===== src/shared/dcb_regs.vh =====
/*
 file: object indices, subindices, defaults and codes of the
 calibration object bank.
 assumes: included by bare name from the design files.
*/
`ifndef DCB_REGS_VH
`define DCB_REGS_VH

// object indices
`define DCB_IDX_CAL 16'h2f04
`define DCB_IDX_LOSS 16'h6007
`define DCB_IDX_ERR 16'h603f
`define DCB_IDX_CMD 16'h6040
`define DCB_IDX_IDLE 16'h2f05

// subindices of the calibration record
`define DCB_SUB_COUNT 8'h00
`define DCB_SUB_CUR 8'h01
`define DCB_SUB_VMIN 8'h02
`define DCB_SUB_VRATED 8'h03
`define DCB_SUB_VMAX 8'h04
`define DCB_SUB_VBRAKE 8'h05
`define DCB_SUB_VBALLAST 8'h06
`define DCB_SUB_IND 8'h07
`define DCB_SUB_GAIN 8'h0a
`define DCB_SUB_RAMP 8'h0b
`define DCB_SUB_ZERO 8'h00

// defaults
`define DCB_RST_COUNT 8'h0b
`define DCB_RST_CUR 32'h00005ea5
`define DCB_RST_VMIN 32'h00002ee0
`define DCB_RST_VRATED 32'h00005dc0
`define DCB_RST_VMAX 32'h00007530
`define DCB_RST_VBRAKE 32'h00005dc0
`define DCB_RST_VBALLAST 32'h00000fa0
`define DCB_RST_IND 32'h00000190
`define DCB_RST_GAIN 32'h00005823
`define DCB_RST_RAMP 32'h02255100
`define DCB_RST_LOSS 16'h0001
`define DCB_RST_ERR 16'h0000
`define DCB_RST_CMD 16'h0000
`define DCB_RST_IDLE 16'h04e2

// upper bound of the ramp limit, in current-loop cycles
`define DCB_RAMP_MAX 32'hfffd7280

// emergency code for ramp overrun
`define DCB_EMCY_RAMP 16'h6343

// connection-loss actions
`define DCB_LOSS_NONE 16'h0000
`define DCB_LOSS_FAULT 16'h0001
`define DCB_LOSS_DISV 16'h0002
`define DCB_LOSS_QSTOP 16'h0003

// full ballast drive
`define DCB_BALLAST_FULL 8'hff

`endif


===== src/verilog/dcb_bank.v =====
/*
 file: drive calibration object bank, reached by index and subindex
 from the fieldbus protocol engine, plus supervision outputs.
 assumes: the protocol engine delivers one-cycle access strobes on
 mclk_i; measured bus voltage arrives from the converter logic on
 the same clock; the network-loss input is a pin.
*/
// How it works
// - idle current limit, rw 16 bit, 1250
// - zero limit disables rotor field cancellation
// - record subindex zero reads count 11
// - stator current range rw 32, 24229
// - min bus voltage 12000; below it gain max
// - rated bus voltage rw 32, 24000
// - above maximum bus voltage switch ballast on
// - ballast voltage 4000, full-on excess above max
// - brake rated voltage 24000 for brake output
// - stator inductance rw 32, 400 microhenry
// - position gains scaled by reciprocal gain 22563
// - ramp overrun cancels, flags error, code 6343
// - ramp limit clamped to its upper bound
// - network loss acts on stored action code
// - error code mirrors low half, resets zero
`timescale 1ns/1ns
`include "dcb_regs.vh"

module dcb_bank #(
  parameter W = 32
) (
  input wire mclk_i,
  input wire rst_b_i,
  input wire acc_wr_i,
  input wire acc_rd_i,
  input wire [15:0] acc_idx_i,
  input wire [7:0] acc_sub_i,
  input wire [W-1:0] acc_wdata_i,
  input wire [W-1:0] bus_voltage_i,
  input wire loop_tick_i,
  input wire ramp_active_i,
  input wire [31:0] err_history_i,
  input wire err_history_vld_i,
  input wire net_lost_pin_i,
  output reg acc_ack_o,
  output reg acc_err_o,
  output reg [W-1:0] acc_rdata_o,
  output reg field_cancel_en_o,
  output reg gain_at_max_o,
  output reg ballast_on_o,
  output reg [7:0] ballast_level_o,
  output reg [W-1:0] brake_voltage_o,
  output reg [W-1:0] current_range_o,
  output reg [W-1:0] inductance_o,
  output reg [W-1:0] position_gain_reciprocal_o,
  output reg [15:0] idle_limit_o,
  output reg ramp_cancel_o,
  output reg emcy_vld_o,
  output reg [15:0] emcy_code_o,
  output reg [15:0] command_word_o,
  output reg loss_fault_o,
  output reg loss_disable_o,
  output reg loss_qstop_o
);
  //////////////////////////////////////////////////////////////////////
  // storage
  reg [15:0] idle_limit_r;
  reg [W-1:0] cur_range_r;
  reg [W-1:0] vmin_r;
  reg [W-1:0] vrated_r;
  reg [W-1:0] vmax_r;
  reg [W-1:0] vbrake_r;
  reg [W-1:0] vballast_r;
  reg [W-1:0] ind_r;
  reg [W-1:0] gain_r;
  reg [W-1:0] ramp_r;
  reg [15:0] loss_r;
  reg [15:0] err_r;
  reg [15:0] cmd_r;
  reg net_lost_d_r;
  wire net_lost_s;
  wire ramp_over;
  wire is_cal;
  wire [W-1:0] ramp_clamped;
  wire [W-1:0] over_v;
  wire [W-1:0] ballast_top;
  wire [W+7:0] ballast_scaled;
  reg hit;
  reg ro_hit;
  reg [W-1:0] rd_nxt;

  assign is_cal = (acc_idx_i == `DCB_IDX_CAL);
  // clamp in hardware so an out-of-range write cannot stretch the limit
  assign ramp_clamped = (acc_wdata_i > `DCB_RAMP_MAX) ?
    `DCB_RAMP_MAX : acc_wdata_i;

  //////////////////////////////////////////////////////////////////////
  // pin synchroniser and ramp timer
  dcb_sync #(
    .W(1)
  ) u_sync (
    .mclk_i(mclk_i),
    .rst_b_i(rst_b_i),
    .d_i(net_lost_pin_i),
    .q_o(net_lost_s)
  );

  dcb_ramp_timer #(
    .W(W)
  ) u_ramp (
    .mclk_i(mclk_i),
    .rst_b_i(rst_b_i),
    .active_i(ramp_active_i),
    .tick_i(loop_tick_i),
    .limit_i(ramp_r),
    .over_o(ramp_over)
  );

  //////////////////////////////////////////////////////////////////////
  // address decode and read mux
  always @* begin
    hit = 1'b1;
    ro_hit = 1'b0;
    rd_nxt = {W{1'b0}};
    if (is_cal) begin
      case (acc_sub_i)
        `DCB_SUB_COUNT: begin
          rd_nxt = {{(W-8){1'b0}}, `DCB_RST_COUNT};
          ro_hit = 1'b1;
        end
        `DCB_SUB_CUR: rd_nxt = cur_range_r;
        `DCB_SUB_VMIN: rd_nxt = vmin_r;
        `DCB_SUB_VRATED: rd_nxt = vrated_r;
        `DCB_SUB_VMAX: rd_nxt = vmax_r;
        `DCB_SUB_VBRAKE: rd_nxt = vbrake_r;
        `DCB_SUB_VBALLAST: rd_nxt = vballast_r;
        `DCB_SUB_IND: rd_nxt = ind_r;
        `DCB_SUB_GAIN: rd_nxt = gain_r;
        `DCB_SUB_RAMP: rd_nxt = ramp_r;
        default: hit = 1'b0;
      endcase
    end else if (acc_sub_i != `DCB_SUB_ZERO) begin
      hit = 1'b0;
    end else begin
      case (acc_idx_i)
        `DCB_IDX_IDLE: rd_nxt = {{(W-16){1'b0}}, idle_limit_r};
        `DCB_IDX_LOSS: rd_nxt = {{(W-16){1'b0}}, loss_r};
        `DCB_IDX_ERR: begin
          rd_nxt = {{(W-16){1'b0}}, err_r};
          ro_hit = 1'b1;
        end
        `DCB_IDX_CMD: rd_nxt = {{(W-16){1'b0}}, cmd_r};
        default: hit = 1'b0;
      endcase
    end
  end

  //////////////////////////////////////////////////////////////////////
  // access answer: one cycle after the strobe
  always @(posedge mclk_i) begin
    if (!rst_b_i) begin
      acc_ack_o <= 1'b0;
      acc_err_o <= 1'b0;
      acc_rdata_o <= {W{1'b0}};
    end else begin
      acc_ack_o <= acc_wr_i | acc_rd_i;
      acc_err_o <= (acc_wr_i & (~hit | ro_hit)) |
        (acc_rd_i & ~hit);
      if (acc_rd_i) begin
        acc_rdata_o <= rd_nxt;
      end
    end
  end

  //////////////////////////////////////////////////////////////////////
  // writable entries; read-only ones take no write
  always @(posedge mclk_i) begin
    if (!rst_b_i) begin
      idle_limit_r <= `DCB_RST_IDLE;
      cur_range_r <= `DCB_RST_CUR;
      vmin_r <= `DCB_RST_VMIN;
      vrated_r <= `DCB_RST_VRATED;
      vmax_r <= `DCB_RST_VMAX;
      vbrake_r <= `DCB_RST_VBRAKE;
      vballast_r <= `DCB_RST_VBALLAST;
      ind_r <= `DCB_RST_IND;
      gain_r <= `DCB_RST_GAIN;
      ramp_r <= `DCB_RST_RAMP;
      loss_r <= `DCB_RST_LOSS;
      cmd_r <= `DCB_RST_CMD;
    end else if (acc_wr_i && hit && !ro_hit) begin
      if (is_cal) begin
        case (acc_sub_i)
          `DCB_SUB_CUR: cur_range_r <= acc_wdata_i;
          `DCB_SUB_VMIN: vmin_r <= acc_wdata_i;
          `DCB_SUB_VRATED: vrated_r <= acc_wdata_i;
          `DCB_SUB_VMAX: vmax_r <= acc_wdata_i;
          `DCB_SUB_VBRAKE: vbrake_r <= acc_wdata_i;
          `DCB_SUB_VBALLAST: vballast_r <= acc_wdata_i;
          `DCB_SUB_IND: ind_r <= acc_wdata_i;
          `DCB_SUB_GAIN: gain_r <= acc_wdata_i;
          `DCB_SUB_RAMP: ramp_r <= ramp_clamped;
          default: ramp_r <= ramp_r;
        endcase
      end else begin
        case (acc_idx_i)
          `DCB_IDX_IDLE: idle_limit_r <= acc_wdata_i[15:0];
          `DCB_IDX_LOSS: loss_r <= acc_wdata_i[15:0];
          `DCB_IDX_CMD: cmd_r <= acc_wdata_i[15:0];
          default: cmd_r <= cmd_r;
        endcase
      end
    end
  end

  //////////////////////////////////////////////////////////////////////
  // error code: follows the history, a ramp overrun wins the cycle
  always @(posedge mclk_i) begin
    if (!rst_b_i) begin
      err_r <= `DCB_RST_ERR;
    end else if (ramp_over) begin
      err_r <= `DCB_EMCY_RAMP;
    end else if (err_history_vld_i) begin
      err_r <= err_history_i[15:0];
    end
  end

  //////////////////////////////////////////////////////////////////////
  // supervision of bus voltage and ballast drive
  assign over_v = bus_voltage_i - vmax_r;
  // a zero ballast span means full drive on any excess
  assign ballast_top = (vballast_r == {W{1'b0}}) ?
    {{(W-1){1'b0}}, 1'b1} : vballast_r;
  // widened so a large ballast span cannot overflow the product
  assign ballast_scaled = ({8'h00, over_v} *
    {{W{1'b0}}, `DCB_BALLAST_FULL}) / {8'h00, ballast_top};

  always @(posedge mclk_i) begin
    if (!rst_b_i) begin
      gain_at_max_o <= 1'b0;
      ballast_on_o <= 1'b0;
      ballast_level_o <= 8'h00;
      field_cancel_en_o <= 1'b1;
    end else begin
      gain_at_max_o <= (bus_voltage_i < vmin_r);
      ballast_on_o <= (bus_voltage_i > vmax_r);
      field_cancel_en_o <= (idle_limit_r != 16'h0000);
      if (bus_voltage_i <= vmax_r) begin
        ballast_level_o <= 8'h00;
      end else if (over_v >= ballast_top) begin
        ballast_level_o <= `DCB_BALLAST_FULL;
      end else begin
        // linear ramp; the divide is slow but keeps the code small
        ballast_level_o <= ballast_scaled[7:0];
      end
    end
  end

  //////////////////////////////////////////////////////////////////////
  // parameter outputs to the control loops
  always @(posedge mclk_i) begin
    if (!rst_b_i) begin
      brake_voltage_o <= `DCB_RST_VBRAKE;
      current_range_o <= `DCB_RST_CUR;
      inductance_o <= `DCB_RST_IND;
      position_gain_reciprocal_o <= `DCB_RST_GAIN;
      idle_limit_o <= `DCB_RST_IDLE;
      command_word_o <= `DCB_RST_CMD;
    end else begin
      brake_voltage_o <= vbrake_r;
      current_range_o <= cur_range_r;
      inductance_o <= ind_r;
      position_gain_reciprocal_o <= gain_r;
      idle_limit_o <= idle_limit_r;
      command_word_o <= cmd_r;
    end
  end

  //////////////////////////////////////////////////////////////////////
  // ramp overrun and network-loss reaction
  always @(posedge mclk_i) begin
    if (!rst_b_i) begin
      ramp_cancel_o <= 1'b0;
      emcy_vld_o <= 1'b0;
      emcy_code_o <= 16'h0000;
      net_lost_d_r <= 1'b0;
      loss_fault_o <= 1'b0;
      loss_disable_o <= 1'b0;
      loss_qstop_o <= 1'b0;
    end else begin
      ramp_cancel_o <= ramp_over;
      emcy_vld_o <= ramp_over;
      if (ramp_over) begin
        emcy_code_o <= `DCB_EMCY_RAMP;
      end
      net_lost_d_r <= net_lost_s;
      // one pulse on the loss edge, chosen by the stored code
      loss_fault_o <= net_lost_s & ~net_lost_d_r &
        (loss_r == `DCB_LOSS_FAULT);
      loss_disable_o <= net_lost_s & ~net_lost_d_r &
        (loss_r == `DCB_LOSS_DISV);
      loss_qstop_o <= net_lost_s & ~net_lost_d_r &
        (loss_r == `DCB_LOSS_QSTOP);
    end
  end
endmodule // dcb_bank


===== src/verilog/dcb_ramp_timer.v =====
/*
 file: ramp duration supervision counter.
 assumes: tick_i is one pulse per current-loop cycle on mclk_i.
*/
`timescale 1ns/1ns
`include "dcb_regs.vh"

module dcb_ramp_timer #(
  parameter W = 32
) (
  input wire mclk_i,
  input wire rst_b_i,
  input wire active_i,
  input wire tick_i,
  input wire [W-1:0] limit_i,
  output reg over_o
);
  reg [W-1:0] cnt_r;

  // counts while a move runs; flags one pulse when the limit is passed
  always @(posedge mclk_i) begin
    if (!rst_b_i) begin
      cnt_r <= {W{1'b0}};
      over_o <= 1'b0;
    end else begin
      over_o <= 1'b0;
      if (!active_i) begin
        cnt_r <= {W{1'b0}};
      end else if (tick_i) begin
        if (cnt_r >= limit_i) begin
          over_o <= 1'b1;
          cnt_r <= {W{1'b0}};
        end else begin
          cnt_r <= cnt_r + {{(W-1){1'b0}}, 1'b1};
        end
      end
    end
  end
endmodule // dcb_ramp_timer


===== src/verilog/dcb_sync.v =====
/*
 file: three-stage synchroniser for a bus of pin inputs.
 assumes: inputs come from outside the mclk_i domain.
*/
`timescale 1ns/1ns

module dcb_sync #(
  parameter W = 1
) (
  input wire mclk_i,
  input wire rst_b_i,
  input wire [W-1:0] d_i,
  output reg [W-1:0] q_o
);
  reg [W-1:0] s1_r;
  reg [W-1:0] s2_r;
  reg [W-1:0] s3_r;

  // output follows only once stages two and three agree
  always @(posedge mclk_i) begin
    if (!rst_b_i) begin
      s1_r <= {W{1'b0}};
      s2_r <= {W{1'b0}};
      s3_r <= {W{1'b0}};
      q_o <= {W{1'b0}};
    end else begin
      s1_r <= d_i;
      s2_r <= s1_r;
      s3_r <= s2_r;
      if (s2_r == s3_r) begin
        q_o <= s3_r;
      end
    end
  end
endmodule // dcb_sync


===== config.mk =====
export PLATFORM = sky130hd
export DESIGN_NAME = dcb_bank
export DESIGN_NICKNAME = d
export VERILOG_FILES = /design/src/verilog/dcb_bank.v /design/src/verilog/dcb_ramp_timer.v /design/src/verilog/dcb_sync.v
export VERILOG_INCLUDE_DIRS = /design/src /design/src/shared
export SDC_FILE = /design/constraint.sdc
export NUM_CORES = 2
export LEC_CHECK = 0
export BUFFER_PORTS_ARGS = -buffer_cell sky130_fd_sc_hd__buf_2
export CORE_ASPECT_RATIO = 1.1
export CORE_MARGIN = 1.5
export CORE_UTILIZATION = 35
export DETAILED_ROUTE_END_ITERATION = 12
export GPL_TIMING_DRIVEN = 0
export HOLD_SLACK_MARGIN = 0.02
export PLACE_DENSITY = 0.51
export SYNTH_ARGS = -nofsm -noshare
export SYNTH_HDL_FRONTEND = slang
export SYNTH_SLANG_ARGS = --single-unit

===== constraint.sdc =====
create_clock -name mclk_i -period 337.3 [get_ports mclk_i]
set_input_delay 33.73 -clock mclk_i [delete_from_list [all_inputs] [get_ports mclk_i]]
set_output_delay 33.73 -clock mclk_i [all_outputs]
set_load 0.05 [all_outputs]

* Word level (Yosys, flattened, before mapping)
Cells that the tools add are included.
Storage, ports and cells: register bits after elaboration 600, output and inout port bits 226, word-level logic and storage cells 125
Cells by class: add/sub/neg operators 2, multipliers 1, divide/modulo/power cells 1, order comparisons 6, eq/ne operators 18, mux-type cells 19, bitwise operators 13, reductions and logical operators 26
Operators with widths (count):
- 32-bit case mux with 10 select lines | 1
- 32-bit two-way mux | 4
- 32-bit >= comparator | 2
- 16-bit case mux with 4 select lines | 1
- 16-bit by 15-bit == test with 1-bit output, second input constant | 3
- 40-bit by 32-bit divider with 40-bit output | 1
- 32-bit by 8-bit multiplier with 40-bit output, second input constant | 1
- 3-bit AND reduction | 13
- 32-bit by 1-bit adder with 32-bit output, second input constant | 1
- 16-bit by 14-bit == test with 1-bit output, second input constant | 2
- 16-bit by 2-bit == test with 1-bit output, second input constant | 2
- 8-bit by 3-bit == test with 1-bit output, second input constant | 4
- 32-bit > comparator | 1
- 32-bit > comparator, second input constant | 1
- 32-bit less-or-equal comparator | 1
- 32-bit zero test | 1
- 32-bit less-than comparator | 1
- 32-bit subtractor | 1
- 15-bit two-way mux | 2
- 16-bit by 1-bit == test with 1-bit output, second input constant | 1
- 8-bit by 2-bit == test with 1-bit output, second input constant | 2
- 8-bit by 4-bit == test with 1-bit output, second input constant | 2
- 16-bit two-way mux | 1
- 16-bit nonzero test | 1
- other kinds (16) | 36

* Depth between registers and ports, before layout
depth in word-level cells 9, depth in mapped cells 574, depth with buffers taken out 521

* Cells and area by module
A second synthesis with hierarchy kept.
Unflattened totals: cell total of the unflattened synthesis 9751, area total of the unflattened synthesis 74468.9 um^2
Modules (own cells, without submodules):
- dcb_bank | times used 1, cells each 9456, area each 71763.8 um^2, seq. area each 11270.8 um^2
- dcb_ramp_timer | times used 1, cells each 285, area each 2588.7 um^2, seq. area each 660.6 um^2
- dcb_sync | times used 1, cells each 10, area each 116.4 um^2, seq. area each 80.1 um^2

* Worst setup path before layout
OpenSTA, ideal clock, no wires.
path type input-to-reg, start point input port bus_voltage_i[1], end point register ballast_level_o[0], setup time 0.139 ns, arrival 145.029 ns, path slack 192.133 ns, cell stages on the path 530, cells stage by stage ha_1 nor2b_1 o21ai_0 a21boi_0 o21ai_0 a21boi_0 o21ai_0 a21boi_0 o21a_1 o21a_1 o211ai_1 a21oi_1 o31ai_1 nor2_1 o31a_1 a21o_1 a21oi_1 o21bai_1 [... 494 more ...] buf_12 mux2_4 ha_1 nor2b_1 o21ai_0 nand2b_1 a21oi_1 nor2b_1 o21ai_0 nand2b_1 a21oi_1 nor3_1 a211oi_1 o31ai_1 a221oi_1 nand4_1 a21oi_1 a41oi_1
On the way: cells in the longest elaborated chain, start to end 4, elaborated cells between the ends (all ways) 7, those cells by class 1 x add/sub; 1 x mul; 1 x div; 2 x order compare; 1 x mux; 1 x reduce/logical
Ends and longest elaborated chain:
- start: declaration | RTL line dcb_bank.v:37 | input wire [W-1:0] bus_voltage_i,
- 32-bit subtractor | RTL line dcb_bank.v:228 | assign over_v = bus_voltage_i - vmax_r;
- 32-bit by 8-bit multiplier with 40-bit output | RTL line dcb_bank.v:233 | assign ballast_scaled = ({8'h00, over_v} *
- 40-bit by 32-bit divider with 40-bit output | RTL line dcb_bank.v:233
- 8-bit two-way mux | RTL line dcb_bank.v:248 | end else if (over_v >= ballast_top) begin
- end signal: assignment | RTL line dcb_bank.v:249 | ballast_level_o <= `DCB_BALLAST_FULL;
- end signal: assignment | RTL line dcb_bank.v:252 | ballast_level_o <= ballast_scaled[7:0];
- end: declaration | RTL line dcb_bank.v:49 | output reg [7:0] ballast_level_o,
Parallel ways exist; a longest one is shown, timed or not. A chain may end at the register's enable or synchronous reset.

* Worst setup path after layout
Same ends and word-level chain as after synthesis.

==> results_dict.tcl <==
set metrics [dict create \
    grt_pass1_vias 74000 \
    crit_slowest_cell "a21oi_1" \
    nets 11400 \
    ys_warn_count 0 \
    design.core.area_um2 211000 \
    synth.top_cell.area_share_pct 16.5 \
    grt_remaining_overflow 0 \
    top_usage_layer "met2" \
    critPathMaxFanout 10 \
    synth.area.top_cells "ha_1 (17%), dfxtp_1 (16%), nand2_1 (6.1%), xnor2_1 (4.3%), nor2_1 (4.1%)" \
    first_pass_iters 9 \
    period_needed_ns 187.12 \
    post_cts_buffers 0 \
    initial_core_util_pct 35.3 \
    grt_usage_pct 28.5 \
    max_stage_delay_ns 0.91 \
    slew_headroom_pct 4.91 \
    cts_buffers 71 \
    cap_violations 0 \
    worst-slew-pin-transition_ns 1.41 \
    syn2layout_area_growth_pct 10.7 \
    portBuffers 312 \
    syn_area_um2 74600 \
    maxSlewViolCount 0 \
    drt-total-wl_mm 320 \
    path_class "primary input to flop" \
    cp.arrival_ns 187.59 \
    yosys-top-cells-count "nand2_1 (1206), ha_1 (985), nor2_1 (821), a21oi_1 (609), dfxtp_1 (600)" \
    grt_util_met2_pct 49.1 \
    dp_slack_ns 151.49 \
    synth.most_common_cell "nand2_1" \
    setup_ws_ns 150.18 \
    cts_buffer_depth 3 \
    end_kind "flop" \
    fp.dieArea_um2 216000 \
    ys.flop_type "dfxtp_1" \
    cts_tree "done" \
    synth.distinct_cells 130 \
    std_cell_rows 177 \
    drc 0 \
    die_x_um 443 \
    met3_usage_pct 3.35 \
    met1_usage_pct 34.6 \
    vias 75700 \
    drt_first_iter_violations 6068 \
    netlist_instances 9767 \
    setup_violations 0 \
    fin_tns_setup_ns 0 \
    place_congestion 0.963 \
    synth_seq_cells 600 \
    hold_viol_final 0 \
    timing.fmax_mhz 5.34 \
    skew_ns 0.0507 \
    grt_pass1_wl_mm 469 \
    cp_common_cell "clkbuf_1" \
    syn_area_per_cell_um2 7.63 \
    h-tree-depth 3 \
    rsz0062_at_grt "no" \
    dp_hpwl_mm 260 \
    ys_seq_area_share_pct 16.1 \
    async_flop_share_pct 0 \
    yosysTopAreaCell "ha_1" \
    worstSetupStartpointType "primary input" \
    status "finished, final reports clean" \
    post_cts_resized 0 \
    drive_gt1_share_pct 9.09 \
    ctsHoldBuffers 0 \
    path_clk_slew_ns 0.06 \
    die_height_um 487 \
    wl_per_cell_um 24.6 \
    grt_max_degree 40 \
    fin_crit_sh_pct 55.5 \
    clock_latency_ns 0.70 \
    ant_nets 0 \
    required_ns 337.77 \
    via_per_inst 5.82 \
    root_buffer "clkbuf_16" \
    antenna_found_initial 13 \
    cts.sinks 600 \
    top_level_ports 354 \
    worstHoldPathType "flop to flop" \
    synth_edf_count 0 \
]
[flip-flops by register name, indices dropped and copies added (netlist names), 32 cells and up]
| register | cells |
|---|---|
| vbrake_r | 32 |
| cur_range_r | 32 |
| u_ramp.cnt_r | 32 |
| vrated_r | 32 |
| ind_r | 32 |
| vmin_r | 32 |
| current_range_o | 32 |
| position_gain_reciprocal_o | 32 |
| brake_voltage_o | 32 |
| vballast_r | 32 |
| acc_rdata_o | 32 |
| inductance_o | 32 |
| gain_r | 32 |
| vmax_r | 32 |
| ramp_r | 32 |
[critical path: cells and delay by family]
family | cells | cell delay, ns
XOR/XNOR | 1 | 0.77
buffers and inverters | 87 | 36.06
AO/OA/AOI/OAI | 272 | 71.88
AND/OR/NAND/NOR | 113 | 24.25
multiplexers | 14 | 5.23
adder cells (fa/ha/maj) | 46 | 15.19
[final cells by class]
class                   count  area [µm²]
diodes                      3        7.51
repair buffers            331        1960
multi-input cells        8260       59100
fillers                 21900      129000
inverters                 523        1990
clock buffers              95        2030
well taps                2774        3470
clock inverters            33         435
flip-flops and latches    600       12000
plain buffers             392        1610
[cell families after synthesis]
logic type                 synth area share (%)
AOI/OAI and AO/OA                          25.5
and+or+nand+nor                            21.8
buffers and inverters                      4.79
other                                   0.00503
muxes                                      4.59
adders and majority gates                  20.0
xor gates and xnor gates                   7.19
DFF                                        16.1
[cell usage in the layout, fill, tap and decap left out, types with 248 or more instances in the layout]
master / instances
xor2_1: 248
xnor2_1: 361
clkbuf_1: 338
o21a_1: 270
dfxtp_1: 600
buf_2: 323
inv_1: 498
a21boi_0: 277
nand2_1: 1206
o21ai_0: 386
a21o_1: 268
nor2_1: 821
a21oi_1: 609
ha_1: 985
[per-layer routing]
metal	share of wire, %	vias up
met5	0.020	-
met4	5.8	10
met3	5.5	638
met2	47	2613
met1	42	36500
li1	-	36000
[through the flow]
step	instances	util [%]	hold WS [ns]	area (µm²)
after floorplan	9775	-	0.412	74600
after global placement	12900	37.7	0.446	79600
after detailed placement	12900	37.9	0.450	80100
after CTS	13000	39.0	0.465	82500
after global routing	13000	39.0	0.482	82600
final	13000	39.0	0.463	82600
[worst paths after layout]
check / startpoint / endpoint / slack (ns) / cells past startpoint
worst max register to register: vmax_r[1] / ballast_level_o[0] / 182.80 / 533
worst min-delay path: vrated_r[27] / vrated_r[27] / 0.46 / 2
worst max-delay path: bus_voltage_i[1] / ballast_level_o[0] / 150.18 / 533
worst min register to register: vrated_r[27] / vrated_r[27] / 0.46 / 2
Power is left out: the tool's default activity adds up to more than one toggle a clock period on the data nets, which glitch-free logic cannot reach.
